`config.mk`:
```
export PLATFORM = sky130hd
export DESIGN_NAME = opr_remap_bank
export DESIGN_NICKNAME = d
export VERILOG_FILES = /design/src/rtl/opr_pkg.sv /design/src/rtl/opr_sel_field.sv /design/src/rtl/opr_pin_route.sv /design/src/rtl/opr_remap_bank.sv
export SDC_FILE = /design/constraint.sdc
export NUM_CORES = 1
export LEC_CHECK = 0
export ABC_AREA = 1
export BUFFER_PORTS_ARGS = -buffer_cell sky130_fd_sc_hd__buf_2
export CAP_MARGIN = 20
export CORE_ASPECT_RATIO = 0.5
export CORE_UTILIZATION = 30
export DETAILED_ROUTE_END_ITERATION = 12
export GPL_TIMING_DRIVEN = 0
export PLACE_DENSITY = 0.47
export SLEW_MARGIN = 10
export SYNTH_ARGS = -nofsm -noshare
export SYNTH_HDL_FRONTEND = slang
export SYNTH_SLANG_ARGS = --single-unit
```
`constraint.sdc`:
```
create_clock -name ref_clk -period 2.17 [get_ports ref_clk]
set_input_delay 0.651 -clock ref_clk [delete_from_list [all_inputs] [get_ports ref_clk]]
set_output_delay 0.651 -clock ref_clk [all_outputs]
set_load 0.05 [all_outputs]
```
`src/rtl/opr_pkg.sv`:
```
package opr_pkg;

    ////////////////////////////////////////////////////////////////////////////////
    // bank geometry
    localparam int OPR_NUM_REGS  = 5;
    localparam int OPR_NUM_PINS  = 10;
    localparam int OPR_FIRST_PIN = 22;
    localparam int OPR_SEL_W     = 6;
    localparam int OPR_REG_W     = 16;
    localparam int OPR_NUM_FUNC  = 64;
    localparam int OPR_ADDR_W    = 8;

    ////////////////////////////////////////////////////////////////////////////////
    // register byte offsets
    localparam logic [OPR_ADDR_W-1:0] OPR_OFS_MAP_22_23 = 8'h00;
    localparam logic [OPR_ADDR_W-1:0] OPR_OFS_MAP_24_25 = 8'h04;
    localparam logic [OPR_ADDR_W-1:0] OPR_OFS_MAP_26_27 = 8'h08;
    localparam logic [OPR_ADDR_W-1:0] OPR_OFS_MAP_28_29 = 8'h0c;
    localparam logic [OPR_ADDR_W-1:0] OPR_OFS_MAP_30_31 = 8'h10;

    ////////////////////////////////////////////////////////////////////////////////
    // field layout and reset values
    localparam int                   OPR_EVEN_LSB  = 0;
    localparam int                   OPR_ODD_LSB   = 8;
    localparam logic [OPR_SEL_W-1:0] OPR_SEL_RESET = 6'h00;
    localparam logic [31:0]          OPR_RDATA_RST = 32'h0000_0000;

    ////////////////////////////////////////////////////////////////////////////////
    // ahb-lite codes
    localparam logic [1:0] OPR_HTRANS_NONSEQ = 2'h2;
    localparam logic [1:0] OPR_HTRANS_SEQ    = 2'h3;
    localparam logic       OPR_HRESP_OKAY    = 1'h0;

    typedef enum logic [3:0] {
        OPR_ST_IDLE    = 4'b0001,
        OPR_ST_WRITE   = 4'b0010,
        OPR_ST_RD_WAIT = 4'b0100,
        OPR_ST_RD_DONE = 4'b1000
    } opr_state_t;

endpackage : opr_pkg

```
`src/rtl/opr_sel_field.sv`:
```
`timescale 1ns/100ps
module opr_sel_field
    import opr_pkg::*;
#(
    parameter bit PRESENT = 1'b1
) (
    input  wire logic                 ref_clk,
    input  wire logic                 resetn,
    input  wire logic                 wr_en,
    input  wire logic [OPR_SEL_W-1:0] wr_data,
    output logic      [OPR_SEL_W-1:0] sel
);

    generate
        if (PRESENT) begin : g_field
            always_ff @(posedge ref_clk or negedge resetn) begin
                if (!resetn) begin
                    sel <= OPR_SEL_RESET;
                end else if (wr_en) begin
                    sel <= wr_data;
                end
            end
        end else begin : g_absent
            assign sel = OPR_SEL_RESET;
        end
    endgenerate

endmodule : opr_sel_field

```
`src/rtl/opr_pin_route.sv`:
```
`timescale 1ns/100ps
module opr_pin_route
    import opr_pkg::*;
#(
    parameter int NUM_FUNC = OPR_NUM_FUNC,
    parameter bit PRESENT  = 1'b1
) (
    input  wire logic                 ref_clk,
    input  wire logic                 resetn,
    input  wire logic [OPR_SEL_W-1:0] sel,
    input  wire logic [NUM_FUNC-1:0]  periph_out,
    output logic                      pin
);

    logic next_pin;

    // function numbers beyond the implemented set drive low
    always_comb begin
        next_pin = 1'b0;
        if (PRESENT && (int'(sel) < NUM_FUNC)) begin
            next_pin = periph_out[sel];
        end
    end

    always_ff @(posedge ref_clk or negedge resetn) begin
        if (!resetn) begin
            pin <= 1'b0;
        end else begin
            pin <= next_pin;
        end
    end

endmodule : opr_pin_route

```
`src/rtl/opr_remap_bank.sv`:
```
// Implementation choices: register access over AHB-Lite and the register offsets.
`timescale 1ns/100ps
//
// Contract
// - a selector field holding n routes peripheral output function n to its pin.
// - bits 15-14 and 7-6 of every mapping register always read as zero.
// - every selector bit is read/write and is cleared to zero by reset.
// - first register holds pin 23 selector in bits 13-8 and pin 22 selector in bits 5-0.
// - second register holds pin 25 selector in bits 13-8 and pin 24 selector in bits 5-0.
// - third register holds pin 27 selector in bits 13-8 and pin 26 selector in bits 5-0.
// - fourth register holds pin 29 selector in bits 13-8 and pin 28 selector in bits 5-0.
// - fifth register holds pin 31 selector in bits 13-8 and pin 30 selector in bits 5-0.
// - in the smaller package variants the pin 31 selector is absent and reads as zero.
//
module opr_remap_bank
    import opr_pkg::*;
#(
    parameter int NUM_FUNC      = OPR_NUM_FUNC,
    parameter bit PIN31_PRESENT = 1'b1
) (
    input  wire logic                  ref_clk,
    input  wire logic                  resetn,
    input  wire logic                  hsel,
    input  wire logic [OPR_ADDR_W-1:0] haddr,
    input  wire logic [1:0]            htrans,
    input  wire logic                  hwrite,
    input  wire logic [2:0]            hsize,
    input  wire logic [31:0]           hwdata,
    input  wire logic                  hready,
    output logic                       hreadyout,
    output logic                       hresp,
    output logic      [31:0]           hrdata,
    input  wire logic [NUM_FUNC-1:0]   periph_out,
    output logic                       remap_pin_22,
    output logic                       remap_pin_23,
    output logic                       remap_pin_24,
    output logic                       remap_pin_25,
    output logic                       remap_pin_26,
    output logic                       remap_pin_27,
    output logic                       remap_pin_28,
    output logic                       remap_pin_29,
    output logic                       remap_pin_30,
    output logic                       remap_pin_31
);

    ////////////////////////////////////////////////////////////////////////////////
    // elaboration checks
    generate
        if (NUM_FUNC < 1 || NUM_FUNC > OPR_NUM_FUNC) begin : g_bad_num_func
            $error("opr_remap_bank: NUM_FUNC must lie between 1 and 64");
        end
    endgenerate

    ////////////////////////////////////////////////////////////////////////////////
    // declarations
    opr_state_t                  state;
    opr_state_t                  next_state;
    logic                        take;
    logic                        ap_write;
    logic [OPR_ADDR_W-1:0]       ap_addr;
    logic [OPR_ADDR_W-1:0]       dp_addr;
    logic [OPR_NUM_REGS-1:0]     dp_hit;
    logic                        write_commit;
    logic [31:0]                 next_rdata;
    logic [OPR_SEL_W-1:0]        pin_sel     [OPR_NUM_PINS];
    logic [OPR_NUM_PINS-1:0]     pin_vec;
    logic [OPR_REG_W-1:0]        reg_view    [OPR_NUM_REGS];

    ////////////////////////////////////////////////////////////////////////////////
    // address phase
    assign take     = hsel && hready && (htrans == OPR_HTRANS_NONSEQ || htrans == OPR_HTRANS_SEQ);
    assign ap_write = hwrite;
    assign ap_addr  = haddr;

    always_comb begin
        next_state = state;
        case (state)
            OPR_ST_IDLE, OPR_ST_WRITE, OPR_ST_RD_DONE: begin
                if (take) begin
                    next_state = ap_write ? OPR_ST_WRITE : OPR_ST_RD_WAIT;
                end else begin
                    next_state = OPR_ST_IDLE;
                end
            end
            OPR_ST_RD_WAIT: begin
                next_state = OPR_ST_RD_DONE;
            end
            default: begin
                next_state = OPR_ST_IDLE;
            end
        endcase
    end

    always_ff @(posedge ref_clk or negedge resetn) begin
        if (!resetn) begin
            state <= OPR_ST_IDLE;
        end else begin
            state <= next_state;
        end
    end

    // address held for the data phase
    always_ff @(posedge ref_clk or negedge resetn) begin
        if (!resetn) begin
            dp_addr <= '0;
        end else if (take && hreadyout) begin
            dp_addr <= ap_addr;
        end
    end

    ////////////////////////////////////////////////////////////////////////////////
    // data phase
    // reads take one wait state so hrdata comes from a flop
    assign hreadyout    = (state != OPR_ST_RD_WAIT);
    assign hresp        = OPR_HRESP_OKAY;
    assign write_commit = (state == OPR_ST_WRITE);

    // full-address decode; unmapped offsets hit nothing
    always_comb begin
        dp_hit    = '0;
        dp_hit[0] = (dp_addr == OPR_OFS_MAP_22_23);
        dp_hit[1] = (dp_addr == OPR_OFS_MAP_24_25);
        dp_hit[2] = (dp_addr == OPR_OFS_MAP_26_27);
        dp_hit[3] = (dp_addr == OPR_OFS_MAP_28_29);
        dp_hit[4] = (dp_addr == OPR_OFS_MAP_30_31);
    end

    ////////////////////////////////////////////////////////////////////////////////
    // selector fields and pin routing
    genvar f;
    generate
        for (f = 0; f < OPR_NUM_PINS; f++) begin : g_pin
            localparam int  REG_IDX = f / 2;
            localparam int  LSB     = (f % 2 == 1) ? OPR_ODD_LSB : OPR_EVEN_LSB;
            localparam bit  PRES    = (f == OPR_NUM_PINS - 1) ? PIN31_PRESENT : 1'b1;
            logic                 fld_wr;
            logic [OPR_SEL_W-1:0] fld_data;

            // only the six selector bits reach the field
            assign fld_wr   = write_commit && dp_hit[REG_IDX];
            assign fld_data = hwdata[LSB +: OPR_SEL_W];

            opr_sel_field #(
                .PRESENT (PRES)
            ) u_field (
                .ref_clk (ref_clk),
                .resetn  (resetn),
                .wr_en   (fld_wr),
                .wr_data (fld_data),
                .sel     (pin_sel[f])
            );

            opr_pin_route #(
                .NUM_FUNC (NUM_FUNC),
                .PRESENT  (PRES)
            ) u_route (
                .ref_clk    (ref_clk),
                .resetn     (resetn),
                .sel        (pin_sel[f]),
                .periph_out (periph_out),
                .pin        (pin_vec[f])
            );
        end
    endgenerate

    ////////////////////////////////////////////////////////////////////////////////
    // register views
    always_comb begin
        reg_view[0] = {2'b00, pin_sel[1], 2'b00, pin_sel[0]};
        reg_view[1] = {2'b00, pin_sel[3], 2'b00, pin_sel[2]};
        reg_view[2] = {2'b00, pin_sel[5], 2'b00, pin_sel[4]};
        reg_view[3] = {2'b00, pin_sel[7], 2'b00, pin_sel[6]};
        reg_view[4] = {2'b00, pin_sel[9], 2'b00, pin_sel[8]};
    end

    // read mux; unmapped offsets read zero
    always_comb begin
        next_rdata = OPR_RDATA_RST;
        for (int r = 0; r < OPR_NUM_REGS; r++) begin
            if (dp_hit[r]) begin
                next_rdata = {16'h0000, reg_view[r]};
            end
        end
    end

    always_ff @(posedge ref_clk or negedge resetn) begin
        if (!resetn) begin
            hrdata <= OPR_RDATA_RST;
        end else if (state == OPR_ST_RD_WAIT) begin
            hrdata <= next_rdata;
        end
    end

    ////////////////////////////////////////////////////////////////////////////////
    // pin outputs
    assign remap_pin_22 = pin_vec[0];
    assign remap_pin_23 = pin_vec[1];
    assign remap_pin_24 = pin_vec[2];
    assign remap_pin_25 = pin_vec[3];
    assign remap_pin_26 = pin_vec[4];
    assign remap_pin_27 = pin_vec[5];
    assign remap_pin_28 = pin_vec[6];
    assign remap_pin_29 = pin_vec[7];
    assign remap_pin_30 = pin_vec[8];
    assign remap_pin_31 = pin_vec[9];

endmodule : opr_remap_bank

```
**After elaboration in Yosys (flattened, before gate mapping)**

Index checks and enable logic that the tools add are counted.

- Magnitude comparators: 10
- Equality and inequality tests: 11
- Reduce and logical (&&, ||, !) cells: 11
- Muxes and demuxes: 28

Operator list:

| cell | count |
|---|---|
| $mux W32 | 4 |
| $lt A6 B7 Y1 const B | 10 |
| $bmux W1 S6 | 10 |
| $eq A8 B4 Y1 const B | 2 |
| $mux W14 | 1 |
| $mux W1 | 10 |
| $eq A8 B3 Y1 const B | 1 |
| $eq A8 B5 Y1 const B | 1 |
| $logic_and A1 B1 Y1 | 8 |
| $logic_not A8 Y1 | 1 |
| $pmux W4 S2 | 1 |
| $mux W3 | 2 |
| $eq A2 B2 Y1 const B | 2 |
| $eq A4 B1 Y1 const B | 1 |
| $eq A4 B2 Y1 const B | 1 |
| $eq A4 B3 Y1 const B | 1 |
| $eq A4 B4 Y1 const B | 1 |
| $ne A4 B3 Y1 const B | 1 |
| $reduce_or A3 Y1 | 1 |
| $logic_or A1 B1 Y1 | 1 |

- Input bits: 114
- Output and inout bits: 44
- Word-level logic and storage cells: 83
- Bits in registers: 114

**Logic depth before layout (Yosys ltp)**

- Depth after elaboration: 6
- Gate-level depth with buffers: 12
- Depth with buffers taken out: 11

**Modules after synthesis**

Synthesis repeated with hierarchy kept, for this count alone.

- Cell total of the unflattened synthesis: 2025
- Area, all modules: 11254.5 sq um

By module, submodules not included:

| module | times used | area each (sq um) | cells each | seq. area each (sq um) |
|---|---|---|---|---|
| opr_pin_route | 10 | 723.2 | 153 | 25.0 |
| opr_sel_field | 10 | 221.5 | 25 | 150.1 |
| opr_remap_bank | 1 | 1808.0 | 245 | 601.8 |

**Worst setup path before layout**

OpenSTA, ideal clock, no wires.

- Path type: flip-flop to output port
- Start: register state[0]
- End: output hreadyout
- Slack: 0.068 ns
- Stages on the path, launching flop included: 6
- Data required time: 1.519 ns
- Arrival time: 1.451 ns
- Buffers on the path: 1
- Cell sequence: dfstp_2 nor2_1 inv_1 nor3_2 inv_2 clkbuf_1

- Cells in the longest elaborated chain, start to end: 1

RTL lines:

| what | line | RTL |
|---|---|---|
| start: declaration | opr_remap_bank.sv:56 | `opr_state_t state;` |
| start signal: assignment | opr_remap_bank.sv:98 | `state <= next_state;` |
| $ne A4 B3 Y1 | opr_remap_bank.sv:114 | `assign hreadyout = (state != OPR_ST_RD_WAIT);` |
| end: declaration | opr_remap_bank.sv:30 | `output logic hreadyout,` |

No other way between the ends.

**Worst setup path after layout**

- Start: register g_pin[7].u_field.sel[2]
- End: register g_pin[7].u_route.pin

- Cells in the longest elaborated chain, start to end: 2

RTL lines:

| what | line | RTL |
|---|---|---|
| start: declaration | opr_sel_field.sv:11 | `output logic [OPR_SEL_W-1:0] sel` |
| start signal: assignment | opr_sel_field.sv:20 | `sel <= wr_data;` |
| $bmux W1 S6 | opr_pin_route.sv:21 | `next_pin = periph_out[sel];` |
| $mux W1 (not written as such) | opr_pin_route.sv:21 |  |
| net g_pin[7].u_route.next_pin | opr_pin_route.sv:15 | `logic next_pin;` |
| end signal: assignment | opr_pin_route.sv:29 | `pin <= next_pin;` |
| end: declaration | opr_pin_route.sv:12 | `output logic pin` |

The timed path passes the listed nets, and every way through them passes these cells. The select of a mux whose other input is x is not followed.
A chain may end at the register's enable or synchronous reset.

==> reports/qor.yml <==
cts:
  cts.clk_slew.worst_paths_ps: 100
  clock_latency_ps: 390
  clk_path_buf_depth: 2
  cts_tree: "done"
  htree_levels: 3
  cts_buffers: 9
  cts_sinks: 94
  cts-root-buf: "clkbuf_16"
  cts_hold_buffers: 0
drt:
  wl_per_cell_microns: 23.8
  wl_mm: 61.8
  viasPerCell: 5.52
  drc: 0
  postRouteAntennaNets: 0
  drt_first_pass_iters: 6
  drtIter0Drc: 2186
  num_vias: 14300
layout:
  mostFrequentLayoutCell: "nand2_1"
  final_cell_mix: "939 x nand2_1, 564 x nand3_1, 93 x dfrtp_1"
  layout-drive-gt1-share_pct: 7.25
  nets: 2232
  area_growth_pct: 12.5
setup_path:
  reg2reg_from: "g_pin[7].u_field.sel[2]"
  cp_max_fo: 10
  cp-start-kind: "flip-flop"
  crit_slowest_cell: "clkbuf_1"
  crit_buf_inv: 2
  cp_top_family: "buffers and inverters"
  regToRegEndpoint: "g_pin[7].u_route.pin"
  slowest_delay_ps: 680
  worstSetupStartpoint: "g_pin[7].u_field.sel[2]"
  cp-endpoint: "g_pin[7].u_route.pin"
  crit_chain: "clkbuf_1 > clkinv_2 > nand3_1 > nand2_1 > nand2_1 > nand3_1 > nand3_1 > nand2_1"
  criticalPathCategory: "flip-flop to flip-flop"
  required_ps: 2460
  worst-path-stages: 8
  reg2reg_setup_slack_ps: 30
  reg2regPathDepth: 8
  cp.arrival_ps: 2430
  worst_setup_path_end_kind: "flip-flop"
synth:
  avgSynthCellArea_sq_um: 5.26
  syn_inst: 2033
  ys_ff_latch: 94
  ys_top_cells_by_area: "nand2_1 33%, nand3_1 26%, dfrtp_1 22%"
  yosysWarnings: 0
  synth_area_sq_um: 10700
  synth_top_area_share_pct: 33.0
  synth_cell_types: 28
  yosysSeqAreaShare_pct: 22.0
  synth_area_leader_cell: "nand2_1"
placement:
  hpwl_mm: 41.2
  dp_slack_ps: -140
  gp_congestion: 1.02
  port_buffers: 48
die:
  start_util_pct: 30.7
  die_h_microns: 135
  coreArea_sq_um: 34800
  io_pins: 158
  die_w_microns: 269
  fp-row-count: 48
  dieArea_sq_um: 36400
timing:
  max_slew_margin_pct: 11.9
  setup_viol: 0
  finalHoldViolations: 0
  period_minus_slack_ps: 2140
  max_freq_ghz: 0.468
  drv_slew: 0
  finalCritPeriodShare_pct: 98.6
  worst_pin_slew_ps: 1320
  skew_ps: 21.8
  finalWorstSetupSlack_ps: 31.0
  fin_tns_setup_ps: 0
global_route:
  grt_pass1_vias: 12100
  grt_max_degree: 60
  gr-total-overflow: 0
  antenna_found_initial: 3
  grt_usage_pct: 33.6
  grt_pass1_wl_mm: 86.7
job:
  max_cap_violations: 0
outcome:
  status: "finished, final reports clean"
pwr:
  leakage_nw: 6.40
  power_density_nw_per_um2: 393
  vdd_drop_max_v: 0.000286
min_path:
  hold_path.class: "primary input to async pin"
[report_power, final]
part	leakage, nW	switching [mW]	total, mW	internal, mW
combinational	5.31	0.924	1.22	0.291
clock	0.145	0.897	1.71	0.810
sequential	0.948	0.0168	1.80	1.79
[per-stage QoR]
step	utilization (%)	total power [mW]	cell area, sq um	hold WS [ps]	instances
floorplan	-	2.51	10800	355	2053
global placement	33.3	2.97	11600	465	2576
finish	34.6	4.73	12000	170	2599
CTS	34.3	4.69	11900	171	2594
detailed placement	33.4	2.98	11600	469	2577
global route	34.6	4.86	12000	190	2598
[cell usage after synthesis (all sizes together)]
master    n
nand2   940
nand3   564
buf     122
dfrtp    93
clkbuf   90
inv      78
o21ai    76
a21oi    24
nor2     22
clkinv   10
o211ai    4
nor3      3
nand4     2
a211o     1
conb      1
dfstp     1
mux2      1
nor4      1
[cell type report]
class	instances	area (sq um)
clock inverter	7	62.6
multi-input combinational	1659	7160
inverter	88	338
sequential	94	2350
clock buffer	9	225
timing repair buffer	56	355
fill	3931	22800
buffer	210	926
antenna	1	2.50
tap	475	594
[worst reg2reg max path: cells and delay by family (launching register included)]
| kind | cells | cell delay [ps] |
|---|---|---|
| flip-flops | 1 | 320 |
| AND/OR/NAND/NOR | 6 | 590 |
| buffers and inverters | 2 | 1160 |
[kinds of logic after synthesis]
family / share of synthesized area [%]
AND/OR/NAND/NOR: 61.1
flip-flops: 22.0
AO/OA/AOI/OAI: 5.05
other: 0.0351
multiplexers: 0.105
buffers and inverters: 11.7
[worst min path at each step]
stage / end / cells after the start / from
after floorplan: dp_addr[0] / 0 / resetn
after global placement: hrdata[13] / 2 / hrdata[13]
after detailed placement: hrdata[0] / 2 / hrdata[0]
after CTS: dp_addr[2] / 1 / resetn
after global routing: dp_addr[2] / 1 / resetn
final: dp_addr[2] / 1 / resetn
[registers in the layout, summed over array words and instances (netlist names)]
register	cells
g_pin.u_field.sel	60
g_pin.u_route.pin	10
hrdata	12
state	4
dp_addr	8
[layer usage]
| metal | vias up | part of all wire, % | global-route usage, % |
|---|---|---|---|
| li1 | 6669 | - | - |
| met1 | 6549 | 43 | 47.5 |
| met2 | 981 | 39 | 45.4 |
| met3 | 150 | 15 | 12.9 |
| met4 | 0 | 3.2 | 11.8 |
| met5 | - | 0 | 0.270 |
[timing repair]
action / 4_1_cts / 5_1_grt
setup endpoints to repair: 2 / 28
gates resized for setup: 5 / 23
setup buffers: 2 / 0
Power figures use the tool's default switching activity.
